==> src/include/srh_defs.svh <==
// timing counts, reset values and widths shared by both reset ends
`ifndef SRH_DEFS_SVH
`define SRH_DEFS_SVH

// ==========================================================
// clock
// ==========================================================
`define CLK_SYS_MHZ          10

// ==========================================================
// reset timing
// ==========================================================
// least low time of the reset line in normal operation, in us
`define RST_MIN_PULSE_US     92
// least time rounds up; us times MHz is already a whole count
`define RST_MIN_PULSE_CYCLES (`RST_MIN_PULSE_US * `CLK_SYS_MHZ)
// boot oscillator start-up cover after power-up, in us
`define OSC_STARTUP_US       2000
`define OSC_STARTUP_CYCLES   (`OSC_STARTUP_US * `CLK_SYS_MHZ)
// width of the controller hold counter
`define HOLD_CNT_W           24

// ==========================================================
// device reset values, widths and fetch step
// ==========================================================
`define PC_RESET             32'h0000_0000
`define CPSR_RESET           32'h0000_00d3
`define UI_REG_RESET         32'h0000_0000
`define UI_RDATA_RESET       32'h0000_0000
`define UI_ADDR_W            3
`define BOOT_STRAP_W         4
// fetch address step per instruction, in bytes
`define FETCH_STEP           32'h0000_0004

`endif

==> src/include/srh_pkg.sv <==
// types shared by the device end and the reset controller end
package srh_pkg;

  // ========================================================
  // data words
  // ========================================================
  typedef logic [31:0] srh_word_t;

  // ========================================================
  // debug test access port states
  // ========================================================
  typedef enum logic [3:0] {
    TAP_RESET,
    TAP_IDLE,
    TAP_SEL_DR,
    TAP_CAP_DR,
    TAP_SHIFT_DR,
    TAP_EXIT1_DR,
    TAP_PAUSE_DR,
    TAP_EXIT2_DR,
    TAP_UPD_DR,
    TAP_SEL_IR,
    TAP_CAP_IR,
    TAP_SHIFT_IR,
    TAP_EXIT1_IR,
    TAP_PAUSE_IR,
    TAP_EXIT2_IR,
    TAP_UPD_IR
  } srh_tap_state_t;

  // ========================================================
  // reset controller states
  // ========================================================
  typedef enum logic [1:0] {
    CTL_COLD_HOLD,
    CTL_USER_HOLD,
    CTL_RUN
  } srh_ctl_state_t;

endpackage

==> src/include/srh_reset_if.sv <==
// system reset line between the reset controller and the device
`timescale 1ns/1ns
interface srh_reset_if;
  // active-low system reset, driven by the controller
  logic system_reset_in_n;

  modport ctrl (output system_reset_in_n);
  modport dev  (input  system_reset_in_n);
endinterface // srh_reset_if

==> src/srh_device_end.sv <==
// device end: reacts to the system reset line
// Notes on behaviour
// RULE1 - reset line active low, resets logic asynchronously
// RULE2 - reset restores registers, samples boot configuration
// RULE3 - fetch restarts at address zero
// RULE4 - reset line also resets debug TAP
// RULE5 - release is synchronised to the system clock
// RULE6 - controller holds reset low 92 us minimum
// RULE7 - processor stops at once, clock irrelevant
// RULE8 - only PC and CPSR get reset values
// RULE9 - power-up hold covers oscillator start-up
// RULE10 - cold and user resets act alike
// RULE11 - manual command gives shorter hold than power-up
// RULE12 - controller also resets on power-down, brownout
// RULE13 - new request restarts the controller hold timer; in a cold hold it is reloaded only when less than a user hold is left
`timescale 1ns/1ns
`include "srh_defs.svh"
module srh_device_end #(
  parameter int UI_AW   = `UI_ADDR_W,    // user register address bits
  parameter int STRAP_W = `BOOT_STRAP_W  // boot strap width
) (
  input  wire logic                clk_sys,
  input  wire logic                rst,
  srh_reset_if.dev                 rst_link,
  input  wire logic [STRAP_W-1:0]  boot_strap,
  input  wire logic                cpu_step,
  input  wire logic                cpu_branch,
  input  wire logic                cpu_psr_wr,
  input  srh_pkg::srh_word_t       cpu_wdata,
  input  wire logic                ui_wr_en,
  input  wire logic [UI_AW-1:0]    ui_addr,
  input  srh_pkg::srh_word_t       ui_wdata,
  input  wire logic                tap_tck_en,
  input  wire logic                tap_tms,
  input  wire logic                tap_tdi,
  output logic                     core_run_q,
  output srh_pkg::srh_word_t       fetch_addr_q,
  output srh_pkg::srh_word_t       cpsr_q,
  output srh_pkg::srh_word_t       ui_rdata_q,
  output logic [STRAP_W-1:0]       boot_cfg_q,
  output logic                     tap_tdo_q,
  output logic                     tap_reset_q
);
  import srh_pkg::*;

  localparam int NUM_UI = 1 << UI_AW;  // user register count

  // ========================================================
  // reset release synchroniser
  // ========================================================
  logic       rel_meta_q;   // first stage, read only by the second
  logic       rel_sync_q;   // release, aligned to clk_sys
  wire  logic pin_rst_n;    // raw reset line
  wire  logic hold_core;    // logic held in reset this cycle

  assign pin_rst_n = rst_link.system_reset_in_n;

  // the line may drop at any time; only its rise is re-timed
  always_ff @(posedge clk_sys or negedge pin_rst_n) begin
    if (!pin_rst_n) begin          // [RULE1]
      rel_meta_q <= 1'b0;
      rel_sync_q <= 1'b0;
    end else begin
      rel_meta_q <= 1'b1;          // [RULE5]
      rel_sync_q <= rel_meta_q;
    end
  end

  // cold and user resets arrive on the same line, same effect
  assign hold_core = rst | ~rel_sync_q;  // [RULE10]

  // ========================================================
  // boot configuration capture
  // ========================================================
  // sampled on every edge while held, frozen at release;
  // no async clear here since the value must come from pins
  always_ff @(posedge clk_sys) begin
    if (hold_core) begin
      boot_cfg_q <= boot_strap;    // [RULE2]
    end
  end

  // ========================================================
  // processor run state and fetch address
  // ========================================================
  wire srh_word_t branch_addr;  // branch target, word aligned
  wire srh_word_t step_addr;    // next sequential fetch
  wire srh_word_t fetch_d;      // next fetch address

  assign branch_addr = {cpu_wdata[31:2], 2'b00};
  assign step_addr   = fetch_addr_q + `FETCH_STEP;
  assign fetch_d     = cpu_branch ? branch_addr :
                       cpu_step   ? step_addr   : fetch_addr_q;

  // run drops the moment the line drops, without a clock edge
  always_ff @(posedge clk_sys or negedge pin_rst_n) begin
    if (!pin_rst_n) begin
      core_run_q <= 1'b0;          // [RULE7]
    end else begin
      core_run_q <= ~hold_core;    // [RULE5]
    end
  end

  // only fetch address and status word are given reset values;
  // the rest of the processor state is left as it comes up
  always_ff @(posedge clk_sys or negedge pin_rst_n) begin
    if (!pin_rst_n) begin
      fetch_addr_q <= `PC_RESET;   // [RULE3] [RULE8]
      cpsr_q       <= `CPSR_RESET; // [RULE8]
    end else if (hold_core) begin
      fetch_addr_q <= `PC_RESET;   // [RULE3]
      cpsr_q       <= `CPSR_RESET;
    end else if (core_run_q) begin
      fetch_addr_q <= fetch_d;
      if (cpu_psr_wr) begin
        cpsr_q <= cpu_wdata;
      end
    end
  end

  // ========================================================
  // peripheral user-interface registers
  // ========================================================
  srh_word_t ui_regs_q [NUM_UI];  // register bank
  wire srh_word_t ui_rdata_d;     // selected register

  // writes are refused until the core runs again
  genvar gi;
  generate
    for (gi = 0; gi < NUM_UI; gi++) begin : g_ui
      wire logic hit;  // this register addressed for write
      assign hit = ui_wr_en && core_run_q &&
                   (ui_addr == UI_AW'(gi));
      always_ff @(posedge clk_sys or negedge pin_rst_n) begin
        if (!pin_rst_n) begin
          ui_regs_q[gi] <= `UI_REG_RESET;  // [RULE2]
        end else if (hold_core) begin
          ui_regs_q[gi] <= `UI_REG_RESET;  // [RULE2]
        end else if (hit) begin
          ui_regs_q[gi] <= ui_wdata;
        end
      end
    end
  endgenerate

  assign ui_rdata_d = ui_regs_q[ui_addr];

  // read data is registered so the output is a flop
  always_ff @(posedge clk_sys or negedge pin_rst_n) begin
    if (!pin_rst_n) begin
      ui_rdata_q <= `UI_RDATA_RESET;
    end else if (hold_core) begin
      ui_rdata_q <= `UI_RDATA_RESET;
    end else begin
      ui_rdata_q <= ui_rdata_d;
    end
  end

  // ========================================================
  // debug test access port
  // ========================================================
  srh_tap_state_t tap_state_q;  // current TAP state
  srh_tap_state_t tap_next;     // state after a test clock
  logic           bypass_q;     // one-bit data path

  // standard 16-state walk, decided by tms on each test clock
  function automatic srh_tap_state_t tap_step(
    input srh_tap_state_t st,
    input logic           tms
  );
    case (st)
      TAP_RESET:    tap_step = tms ? TAP_RESET    : TAP_IDLE;
      TAP_IDLE:     tap_step = tms ? TAP_SEL_DR   : TAP_IDLE;
      TAP_SEL_DR:   tap_step = tms ? TAP_SEL_IR   : TAP_CAP_DR;
      TAP_CAP_DR:   tap_step = tms ? TAP_EXIT1_DR : TAP_SHIFT_DR;
      TAP_SHIFT_DR: tap_step = tms ? TAP_EXIT1_DR : TAP_SHIFT_DR;
      TAP_EXIT1_DR: tap_step = tms ? TAP_UPD_DR   : TAP_PAUSE_DR;
      TAP_PAUSE_DR: tap_step = tms ? TAP_EXIT2_DR : TAP_PAUSE_DR;
      TAP_EXIT2_DR: tap_step = tms ? TAP_UPD_DR   : TAP_SHIFT_DR;
      TAP_UPD_DR:   tap_step = tms ? TAP_SEL_DR   : TAP_IDLE;
      TAP_SEL_IR:   tap_step = tms ? TAP_RESET    : TAP_CAP_IR;
      TAP_CAP_IR:   tap_step = tms ? TAP_EXIT1_IR : TAP_SHIFT_IR;
      TAP_SHIFT_IR: tap_step = tms ? TAP_EXIT1_IR : TAP_SHIFT_IR;
      TAP_EXIT1_IR: tap_step = tms ? TAP_UPD_IR   : TAP_PAUSE_IR;
      TAP_PAUSE_IR: tap_step = tms ? TAP_EXIT2_IR : TAP_PAUSE_IR;
      TAP_EXIT2_IR: tap_step = tms ? TAP_UPD_IR   : TAP_SHIFT_IR;
      TAP_UPD_IR:   tap_step = tms ? TAP_SEL_DR   : TAP_IDLE;
      default:      tap_step = TAP_RESET;
    endcase
  endfunction

  assign tap_next = tap_step(tap_state_q, tap_tms);

  // the system line resets the TAP too, not only the tms walk;
  // trade-off: a debugger cannot hold the core across reset
  always_ff @(posedge clk_sys or negedge pin_rst_n) begin
    if (!pin_rst_n) begin
      tap_state_q <= TAP_RESET;    // [RULE4]
      bypass_q    <= 1'b0;
      tap_tdo_q   <= 1'b0;
      tap_reset_q <= 1'b1;
    end else if (rst) begin
      tap_state_q <= TAP_RESET;    // [RULE4]
      bypass_q    <= 1'b0;
      tap_tdo_q   <= 1'b0;
      tap_reset_q <= 1'b1;
    end else if (tap_tck_en) begin
      tap_state_q <= tap_next;
      tap_reset_q <= (tap_next == TAP_RESET);
      // shift through the bypass bit only in shift-dr
      if (tap_state_q == TAP_SHIFT_DR) begin
        bypass_q  <= tap_tdi;
        tap_tdo_q <= bypass_q;
      end
    end
  end

endmodule // srh_device_end

==> src/flat_wrapper.sv <==
// flat-port wrapper written by rule: the top's interface ports become plain ports
module srh_device_end_flat import srh_pkg::*;
#(
  parameter int UI_AW   = `UI_ADDR_W,                                 
  parameter int STRAP_W = `BOOT_STRAP_W                     
)
  (clk_sys, rst, boot_strap, cpu_step, cpu_branch, cpu_psr_wr, cpu_wdata, ui_wr_en, ui_addr, ui_wdata, tap_tck_en, tap_tms, tap_tdi, core_run_q, fetch_addr_q, cpsr_q, ui_rdata_q, boot_cfg_q, tap_tdo_q, tap_reset_q, rst_link_system_reset_in_n);
  srh_reset_if rst_link_i ();
  input  wire logic clk_sys;
  input  wire logic rst;
  input  wire logic [STRAP_W-1:0] boot_strap;
  input  wire logic cpu_step;
  input  wire logic cpu_branch;
  input  wire logic cpu_psr_wr;
  input  srh_pkg::srh_word_t cpu_wdata;
  input  wire logic ui_wr_en;
  input  wire logic [UI_AW-1:0] ui_addr;
  input  srh_pkg::srh_word_t ui_wdata;
  input  wire logic tap_tck_en;
  input  wire logic tap_tms;
  input  wire logic tap_tdi;
  output logic core_run_q;
  output srh_pkg::srh_word_t fetch_addr_q;
  output srh_pkg::srh_word_t cpsr_q;
  output srh_pkg::srh_word_t ui_rdata_q;
  output logic [STRAP_W-1:0] boot_cfg_q;
  output logic tap_tdo_q;
  output logic tap_reset_q;
  input wire logic [$bits(rst_link_i.system_reset_in_n)-1:0] rst_link_system_reset_in_n;
  assign rst_link_i.system_reset_in_n = rst_link_system_reset_in_n;
  srh_device_end #(.UI_AW(UI_AW), .STRAP_W(STRAP_W)) u_core (.clk_sys(clk_sys), .rst(rst), .rst_link(rst_link_i), .boot_strap(boot_strap), .cpu_step(cpu_step), .cpu_branch(cpu_branch), .cpu_psr_wr(cpu_psr_wr), .cpu_wdata(cpu_wdata), .ui_wr_en(ui_wr_en), .ui_addr(ui_addr), .ui_wdata(ui_wdata), .tap_tck_en(tap_tck_en), .tap_tms(tap_tms), .tap_tdi(tap_tdi), .core_run_q(core_run_q), .fetch_addr_q(fetch_addr_q), .cpsr_q(cpsr_q), .ui_rdata_q(ui_rdata_q), .boot_cfg_q(boot_cfg_q), .tap_tdo_q(tap_tdo_q), .tap_reset_q(tap_reset_q));
endmodule
==> config.mk <==
export PLATFORM = sky130hd
export DESIGN_NAME = srh_device_end_flat
export DESIGN_NICKNAME = d
export VERILOG_FILES = /design/src/include/srh_pkg.sv /design/src/include/srh_reset_if.sv /design/src/srh_device_end.sv /design/src/flat_wrapper.sv
export VERILOG_INCLUDE_DIRS = /design/src /design/src/include
export SDC_FILE = /design/constraint.sdc
export NUM_CORES = 1
export LEC_CHECK = 0
export ABC_AREA = 1
export BUFFER_PORTS_ARGS = -buffer_cell sky130_fd_sc_hd__buf_2
export CAP_MARGIN = 20
export CORE_UTILIZATION = 40
export DETAILED_ROUTE_END_ITERATION = 6
export GPL_TIMING_DRIVEN = 0
export PLACE_DENSITY = 0.58
export SLEW_MARGIN = 5
export SYNTH_ARGS = -nofsm -noshare
export SYNTH_HDL_FRONTEND = slang
export SYNTH_SLANG_ARGS = --single-unit
==> constraint.sdc <==
create_clock -name clk_sys -period 3 [get_ports clk_sys]
set_clock_uncertainty 0.05 [all_clocks]
set_input_delay 0.6 -clock clk_sys [delete_from_list [all_inputs] [get_ports clk_sys]]
set_output_delay 0.6 -clock clk_sys [all_outputs]
set_load 0.1 [all_outputs]
# == Yosys cells after proc, flatten, opt, wreduce, memory -nomap -nowiden ==
# Cells that the tools add are included.
# word_totals
rom_bits,0
mem_bits_rw,0
out_inout_bits,103
latchBits,0
ff_bits,366
mem_count,0
in_bits,81
elab_cells,128
# op_classes
n_bitwise,4
order_cmp,1
multipliers,0
mux,50
n_addsub,1
n_shift,0
n_div,0
eq_ne,22
n_reduce_logical,31
# ops
op,count
$mux 32,26
$bmux 32 s3,1
$pmux 4 s12,1
$add 32x3->32 const B,1
$eq 4x4->1 const B,8
$mux 4,6
$reduce_bool 2->1,12
$eq 4x3->1 const B,4
$eq 3x3->1 const B,4
$mux 1,11
$logic_and 1x1->1,9
$eq 4x2->1 const B,2
$logic_not 4->1,2
$eq 3x2->1 const B,2
$mux 2,3
$mux 3,2
$reduce_and 2->1,3
$eq 4x1->1 const B,1
$ge 4x4->1 const B,1
$not 3->4,1
$reduce_or 2->1,2
$eq 3x1->1 const B,1
$logic_not 3->1,1
$reduce_bool 3->1,1
3 further kinds,4

# == Logic depth before layout (Yosys ltp) ==
# Gate-level depths: netlist (run 1).
# logic_depth
depth_word,6
mapped_depth,12
depth_no_buf,11

# == Least setup slack after synthesis (run 1) ==
# Ideal clock, no wire load.
# synth_timing
path_kind,flip-flop to flip-flop
start,reg u_core.fetch_addr_q[2]
end,reg u_core.fetch_addr_q[30]
arrival_time_ps,2151
required_ps,2830
setup_slack_ps,679
stages_incl_launch_ff,11
setup_time_ps,120
n_path_buf,0
synth_period_minus_slack_ps,2321
path_cell_list,dfrtp_1 ha_1 nand2_1 nor2_2 inv_1 nor2_2 nand3_1 nand2_1 nand2_1 nand2_1 nand2_1
# synth_between
elab_chain_cells,5
# synth_rtl
item,line_no,rtl
from (decl),srh_device_end.sv:37,"output srh_pkg::srh_word_t fetch_addr_q,"
from (signal assigned),srh_device_end.sv:108,fetch_addr_q <= `PC_RESET;
from (signal assigned),srh_device_end.sv:111,fetch_addr_q <= `PC_RESET;
from (signal assigned),srh_device_end.sv:114,fetch_addr_q <= fetch_d;
$add 32x3->32 (no line),n/a,
$mux 32,srh_device_end.sv:93,cpu_step ? step_addr : fetch_addr_q;
$mux 32,srh_device_end.sv:92,assign fetch_d = cpu_branch ? branch_addr :
$mux 32,srh_device_end.sv:113,end else if (core_run_q) begin
$mux 32,srh_device_end.sv:110,end else if (hold_core) begin
# No other way between the ends. The select of a mux whose other input is x is not followed.
# A chain may end at the register's enable or synchronous reset.

# == Worst setup path in the final report (run 1) ==
# layout_timing
start,reg u_core.fetch_addr_q[20]
end,out fetch_addr_q[20]
# layout_lines
item,line_no,rtl
to (decl),flat_wrapper.sv:23,output srh_pkg::srh_word_t fetch_addr_q;
# No word-level cell between the ends.

==> impl_results.md, run 1 <==
* Status: completed
* Gr usage total at 0.273
* # port buffers at 181
* Cell family with most CP delay: flip-flops
* Worst Path Required at 2350 ps
* First-pass GRT wire length at 85.0 mm
* Skew-Pair Late Insertion Delay at 570 ps
* Syn. warnings at 0
* Share of the clock period used by the worst path after layout at 0.745
* Final Hold Viols at 0
* Synthesized cell area at 16200 um2
* Die Wd at 203 um
* CTS Hold Bufs at 1
* Rows at 73
* Post-route minimum period at 2240 ps
* Worst VDD drop at 0.000423 V
* Final wirelength at 55.6 mm
* Seq/Total Area, Yosys at 0.565
* Layout cell share with drive strength beyond 1 at 0.167
* Clock Root Buffer: clkbuf_16
* Relative slew slack at 0.319
* Post-route ant nets at 0
* Crit path DAT at 1590 ps
* Avg Cell Area, Syn at 8.57 um2
* Top FF cell, synth: dfrtp_1
* Final Util at 0.482
* Max incr delay on CP at 530 ps
* Pwr Density at 607 nW/um2
* F_max at 447 MHz
* Crit path buf inv count at 1
* Most frequent cells after synthesis: nand2_1, dfrtp_1, o21ai_0, nor2_1, inv_1
* Final setup viols at 0
* Number of vias per cell at 5.41
* Wire length per cell at 20.8 um
* Vias after detailed routing at 14500
* Total power at 0.0117 W
* Clock buffer depth at 3
* Post-CTS Setup Bufs at 0
* Internal power at 0.00847 W
* Count leader, synth: nand2_1
* DRT Pass-1 Iters at 5
* Synth Instances at 1886
* Yosys cell types at 42
* Synth-to-Final Area Change at 18.7%
* TritonCTS clock tree: yes
* Sw Share at 0.273
* Full die area at 41200 um2
* Cell accounting for the most synthesized area: dfrtp_1
* WHS at 164 ps
* Switching Power at 0.00318 W
* Max-slew violations at 0
* CTS sink cnt at 364
* Vias in the first global route at 14200
* Synth top area share at 0.548
* Synth top area cells: dfrtp_1, nand2_1, o21ai_0
* Worst Path Max Fanout at 6
* Worst slew pin tran at 1020 ps
* Dpl hpwl at 37.3 mm
* Post-synth EDFFs at 4
* Async set or reset register ratio after synthesis at 0.989
* Floorplan core area at 39800 um2
* Critical-path cell list: buf_2
* H-Tree Depth at 2
* Fin nets at 2197
* Crit Path Class: flop to primary output
* RSZ-0062 raised after global routing: false
* Num CTS Buffers at 41
* #FFs+latches synth at 364
* # Max-Cap Violations at 0
* Clock Power Share at 0.438
* Post_cts resized at 0
* Routability cong. at 0.931
* Number of fill cells in the layout at 3955
* Drc violations at 0
* Diode count at 0
* Worst Setup End Kind: primary output
* Largest net degree at the start of global routing at 117
* DR iter-0 viols at 1397
* Initial core utilization at 0.406
* Startpoint Class: flop
* Chip height at 203 um
* Top-Level Pins at 184
* Total congestion overflow at 0
* Clk pin slew, worst setup/hold paths at 60 ps
* Combinational share of power at 0.111
* Static Leak at 9.19 nW
* Reg power frac at 0.451
* Slowest-stage cell, CP: dfrtp_1
* Cells after DPL at 2596
* Non-Filler Instances at 2671
* Worst Hold Class: primary input to flop
* Initial antenna violation count at 0
==> sequential cells by signal (all words and copies together) (netlist names) <==
signal	flops
u_core.tap_tdo_q	1
u_core.core_run_q	1
u_core.ui_rdata_q	32
u_core.boot_cfg_q	4
u_core.tap_state_q	4
u_core.rel_meta_q	1
u_core.bypass_q	1
u_core.cpsr_q	32
u_core.fetch_addr_q	30
u_core.rel_sync_q	1
u_core.ui_regs_q	256
u_core.tap_reset_q	1
==> stage by stage <==
stage | worst slack (ps) | TNS [ps] | instance area (um2)
final | 764 | 0 | 19200
after global routing | 720 | 0 | 19200
after CTS | 740 | 0 | 19200
after detailed placement | 295 | 0 | 17800
after global placement | -5880 | -2079240 | 17700
after floorplan | 679 | 0 | 16200
==> routing by layer <==
layer  global-route usage  share of wire
met5                    0              0
met4                0.129          0.046
met1                0.364           0.42
met3               0.0441          0.076
met2                0.436           0.46
==> power groups by stage <==
| stage | Clock (W) | Sequential [W] | Combinational (W) |
|---|---|---|---|
| after floorplan | 0 | 0.00557 | 0.000509 |
| after global placement | 0 | 0.00534 | 0.00125 |
| after detailed placement | 0 | 0.00534 | 0.00129 |
| after CTS | 0.00520 | 0.00525 | 0.00129 |
| after global routing | 0.00540 | 0.00528 | 0.00139 |
| final | 0.00510 | 0.00526 | 0.00129 |
==> final cells by class <==
class	count	area [um2]	area share
sequential	364	9140	0.476
multi-input combinational	1336	6140	0.320
clock buffer	66	1260	0.0658
timing repair buffer	185	1010	0.0525
tap	525	657	0.0342
buffer	107	598	0.0311
inverter	80	303	0.0158
clock inverter	8	97.6	0.00508
==> cell usage in the layout (no fill, tap or decap), types with 3 or more instances in the layout <==
cell       instances
nand2_1          681
dfrtp_1          354
o21ai_0          308
buf_2            217
nor2_1            92
inv_1             71
nand3_1           69
clkbuf_16         43
a21oi_1           39
a22oi_1           38
clkbuf_1          36
buf_4             27
a211oi_1          21
nand4_1           19
clkbuf_2          15
o21ai_1           14
clkbuf_8          10
inv_2              7
a31oi_4            6
dfstp_2            6
o211ai_1           5
a22o_1             4
buf_6              4
nor2_2             4
xor2_1             4
o22ai_1            4
o211a_1            4
clkinv_2           4
edfxtp_1           4
o22a_1             3
nor2_4             3
a221oi_1           3
a31oi_1            3
conb_1             3
buf_16             3
==> worst paths after layout <==
kind,cells after the start,startpoint,slack [ps],end
max reg2reg,6,u_core.rel_sync_q$_DFF_PN0_,780,u_core.ui_rdata_q[21]$_DFF_PN0_
max in group asynchronous,4,rst_link_system_reset_in_n,1050,u_core.ui_regs_q[77]$_DFFE_PN0P_
min in group asynchronous,2,rst_link_system_reset_in_n,470,u_core.tap_state_q[1]$_DFFE_PN0P_
min,1,boot_strap[3],160,u_core.boot_cfg_q[3]$_DFFE_PN_
max,1,u_core.fetch_addr_q[20]$_DFFE_PN0P_,760,fetch_addr_q[20]
min reg2reg,0,u_core.rel_meta_q$_DFF_PN0_,300,u_core.rel_sync_q$_DFF_PN0_
==> cell families after synthesis <==
| logic type | synth area share |
|---|---|
| AOI/OAI and AO/OA | 0.160 |
| muxes | 0.000619 |
| adders and majority gates | 0.000774 |
| and+or+nand+nor | 0.215 |
| other | 0.000464 |
| buffers and inverters | 0.0557 |
| DFF | 0.565 |
| xor gates and xnor gates | 0.00271 |
(Power assumes the default switching activity.)
==> inputs of run 2 (changes only) <==
--- a/config.mk
+++ b/config.mk
@@ -6,7 +6,7 @@
 export SDC_FILE = /design/constraint.sdc
 export NUM_CORES = 1
 export LEC_CHECK = 0
-export ABC_AREA = 1
+export ABC_AREA = 0
 export BUFFER_PORTS_ARGS = -buffer_cell sky130_fd_sc_hd__buf_2
 export CAP_MARGIN = 20
 export CORE_UTILIZATION = 40
==> constraint.sdc (replaced) <==
create_clock -name clk_sys -period 2.25 [get_ports clk_sys]
set_clock_uncertainty 0.05 [all_clocks]
set_input_delay 0.45 -clock clk_sys [delete_from_list [all_inputs] [get_ports clk_sys]]
set_output_delay 0.45 -clock clk_sys [all_outputs]
set_load 0.1 [all_outputs]
==> impl_results.md, run 2 <==
* Synth top area cells: dfrtp_1, nand2_1, mux4_2
* Most frequent cells in the layout: nand2_1, dfrtp_1, a21oi_1, buf_2, clkbuf_1
* Post-synth EDFFs at 4 (unchanged)
* #FFs+latches synth at 364 (unchanged)
* Top FF cell, synth: dfrtp_1
* Fin area at 20000 um2 (+4.4%)
* Compound-Gate Fraction of Synth Area at 0.130 (-0.0294)
* Fin nets at 2043 (-7.0%)
* Routability cong. at 0.915 (-1.6%)
* Reg2reg setup slack at 30 ps (-750 ps)
* Multi-input gate area at 7150 um2 (+17%)
* Max-slew violations at 0 (unchanged)
* Crit Reg-Reg Endpoint: u_core.ui_regs_q[4]$_DFFE_PN0P_
* Num CTS Buffers at 42 (+2.4%)
* Syn. warnings at 0 (unchanged)
* Full die area at 43300 um2 (+5.0%)
* Worst Hold Class: primary input to flop
* TritonCTS clock tree: yes
* Status: completed
* Vias in the first global route at 14300 (+0.46%)
* Simple-Gate Fraction of Synth Area at 0.181 (-0.0341)
* Worst slew pin tran at 1030 ps (+6.68 ps)
* Layout cell share with drive strength beyond 1 at 0.201 (+0.0346)
* Rows at 75 (+2.7%)
* XOR/XNOR Fraction of Synth Area at 0.00206 (-0.000646)
* Reg area at 9170 um2 (+0.41%)
* Relative slew slack at 0.315 (-0.00446)
* Synth Instances at 1760 (-6.7%)
* Worst VDD drop at 0.000439 V (+3.9%)
* Yosys cell types at 66 (+57%)
* Clock buffer depth at 3 (unchanged)
* Drc violations at 0 (unchanged)
* Final wirelength at 53.9 mm (-3.0%)
* Post-route minimum period at 2220 ps
* Pre-CTS setup slack at -498 ps (-793 ps)
* Crit Path Class: flop to flop
* Share of the clock period used by the worst path after layout at 0.988
* Worst Path Max Fanout at 11 (+5)
* CTS sink cnt at 364 (unchanged)
* Reg2Reg Depth at 5 (-1)
* Wire length per cell at 21.3 um (+2.3%)
* DRT Pass-1 Iters at 6 (+1)
* Largest reg by FF count: u_core.ui_regs_q
* Worst Setup End Kind: flop
* Crit path launch: u_core.core_run_q$_DFF_PN0_
* Top-Level Pins at 184 (unchanged)
* Seq/Total Area, Yosys at 0.538 (-0.0273)
* Crit path DAT at 2640 ps (+1050 ps)
* H-Tree Depth at 2 (unchanged)
* Worst Path Required at 2670 ps (+320 ps)
* Most common cell after layout, fill and taps aside: nand2_1
* Synth-to-Final Area Change at 17.9%
* Total power at 0.0147 W (+26%)
* Static Leak at 8.54 nW (-7.1%)
* Skew-Pair Late Insertion Delay at 570 ps (about the same)
* Total congestion overflow at 0 (unchanged)
* Count leader, synth: nand2_1
* Number of vias per cell at 5.63 (+4.1%)
* # Max-Cap Violations at 0 (unchanged)
* RSZ-0062 raised after global routing: true
* # port buffers at 146 (-19%)
* Final setup viols at 0 (unchanged)
* Dpl hpwl at 35.8 mm (-4.1%)
* Largest family of logic cells by synthesized area: simple AND/OR/NAND/NOR gates
* Most frequent cells after synthesis: nand2_1, dfrtp_1, a21oi_1, clkbuf_1, mux4_2
* Post-synthesis mux area share at 0.105 (+0.105)
* Post-route ant nets at 0 (unchanged)
* F_max at 450 MHz
* Final Hold Viols at 0 (unchanged)
* Cell accounting for the most synthesized area: dfrtp_1
* Initial antenna violation count at 2 (+2)
* Largest register FFs at 256 (unchanged)
* Clk pin slew, worst setup/hold paths at 60 ps (about the same)
* Placed Area at 18500 um2 (+3.9%)
* Number of fill cells in the layout at 3978 (+0.58%)
* Non-Filler Instances at 2531 (-5.2%)
* Synth Area in Adders at 0.000736 (-0.0000374)
* Fin worst setup slack at 26.1 ps (-738 ps)
* Worst reg2reg startpoint: u_core.core_run_q$_DFF_PN0_
* Die Wd at 208 um (+2.5%)
* Largest net degree at the start of global routing at 113 (-3.4%)
* Chip height at 208 um (+2.5%)
* Synthesized cell area at 17000 um2 (+5.1%)
* Largest regs: u_core.ui_regs_q x256, u_core.cpsr_q x32, u_core.ui_rdata_q x32
* Startpoint Class: flop
* Async set or reset register ratio after synthesis at 0.989 (unchanged)
* Avg Cell Area, Syn at 9.65 um2 (+13%)
* First-pass GRT wire length at 83.8 mm (-1.4%)
* Pwr Density at 732 nW/um2 (+21%)
* Vias after detailed routing at 14300 (-1.4%)
* DR iter-0 viols at 1189 (-15%)
* Floorplan core area at 41900 um2 (+5.3%)
* Cells after DPL at 2449 (-5.7%)
* Gr usage total at 0.252 (-0.0219)
* Synth top area share at 0.521 (-0.0265)
* Initial core utilization at 0.405 (-0.000988)
* Clock Root Buffer: clkbuf_16
* Setup crit end: u_core.ui_regs_q[4]$_DFFE_PN0P_
==> run 2: changes by cell type after synthesis, moves of 25 or more <==
cell / before / now
mux2i_1: 1 / 35
nor2_1: 92 / 63
mux4_2: 0 / 64
a21oi_1: 39 / 284
clkbuf_1: 23 / 107
a22o_1: 4 / 34
nand3_1: 69 / 27
o21ai_0: 308 / 17
a22oi_1: 38 / 1
nand2_1: 681 / 554
inv_1: 71 / 8
buf_4: 27 / 2
==> run 2: how the worst min path moves through the flow <==
stage	start	to	slack, ps	cells after the start
after global routing	cpu_wdata[0]	u_core.cpsr_q[0]$_DFFE_PN1P_	40	2
after CTS	cpu_wdata[0]	u_core.cpsr_q[0]$_DFFE_PN1P_	20	2
after global placement	u_core.rel_meta_q$_DFF_PN0_	u_core.rel_sync_q$_DFF_PN0_	280	0
after floorplan	rst_link_system_reset_in_n	u_core.bypass_q$_DFFE_PN0P_	100	0
final	cpu_wdata[0]	u_core.cpsr_q[0]$_DFFE_PN1P_	40	2
after detailed placement	u_core.rel_meta_q$_DFF_PN0_	u_core.rel_sync_q$_DFF_PN0_	290	0
==> run 2: stage by stage <==
step	setup TNS [ps]	hold WS [ps]	util
after global routing	-950	42.1	0.478
after detailed placement	-66420	289	0.442
after global placement	-2416980	284	0.440
after floorplan	-28.5	104	-
after CTS	0	21.0	0.477
final	0	43.1	0.478
==> run 2: cell families (layout without fill, tap and decap cells) <==
group / count (synthesis) / after routing
XOR/XNOR: 4 / 4
AO/OA/AOI/OAI: 388 / 388
adder cells (fa/ha/maj): 1 / 1
flip-flops: 364 / 364
buffers and inverters: 174 / 404
other: 2 / 4
multiplexers: 99 / 99
AND/OR/NAND/NOR: 728 / 728
==> run 2: timing repair <==
action                                  4_1_cts  5_1_grt
hold endpoints to repair                     99        0
resized for setup                            16       32
endpoints found under the setup margin      198      109
gates cloned                                  0        0
buffers inserted                              0        3
pin swaps                                     1        1
hold buffers                                  5        0
==> run 2: critical path, cell delays in order (launching register included) <==
cell,delay [ps]
dfrtp_4,520
nand3_1,210
nor2_1,430
buf_1,610
nand2_1,120
a21oi_1,170
==> run 2: area by class of cell <==
| class | count | share of cell area |
|---|---|---|
| diodes | 1 | 0.000125 |
| plain buffers | 165 | 0.0359 |
| clock buffers | 68 | 0.0665 |
| clock inverters | 6 | 0.00275 |
| inverters | 8 | 0.00150 |
| multi-input cells | 1223 | 0.357 |
| flip-flops and latches | 364 | 0.458 |
| well taps | 539 | 0.0337 |
| repair buffers | 157 | 0.0447 |
==> run 2: routing by layer <==
metal  GRT usage  wire length (um)  share of wire
met4      0.0960              1560          0.029
met5           0                12        0.00022
met3      0.0623              4540          0.084
met2       0.395             25400           0.47
met1       0.336             22300           0.41
==> run 2: where the power goes <==
| group | switching, W | internal, W | leakage, nW |
|---|---|---|---|
| clock | 0.00276 | 0.00414 | 0.687 |
| combinational | 0.000872 | 0.000258 | 2.85 |
| sequential | 0.0000366 | 0.00660 | 5.00 |
| total | 0.00367 | 0.0110 | 8.54 |
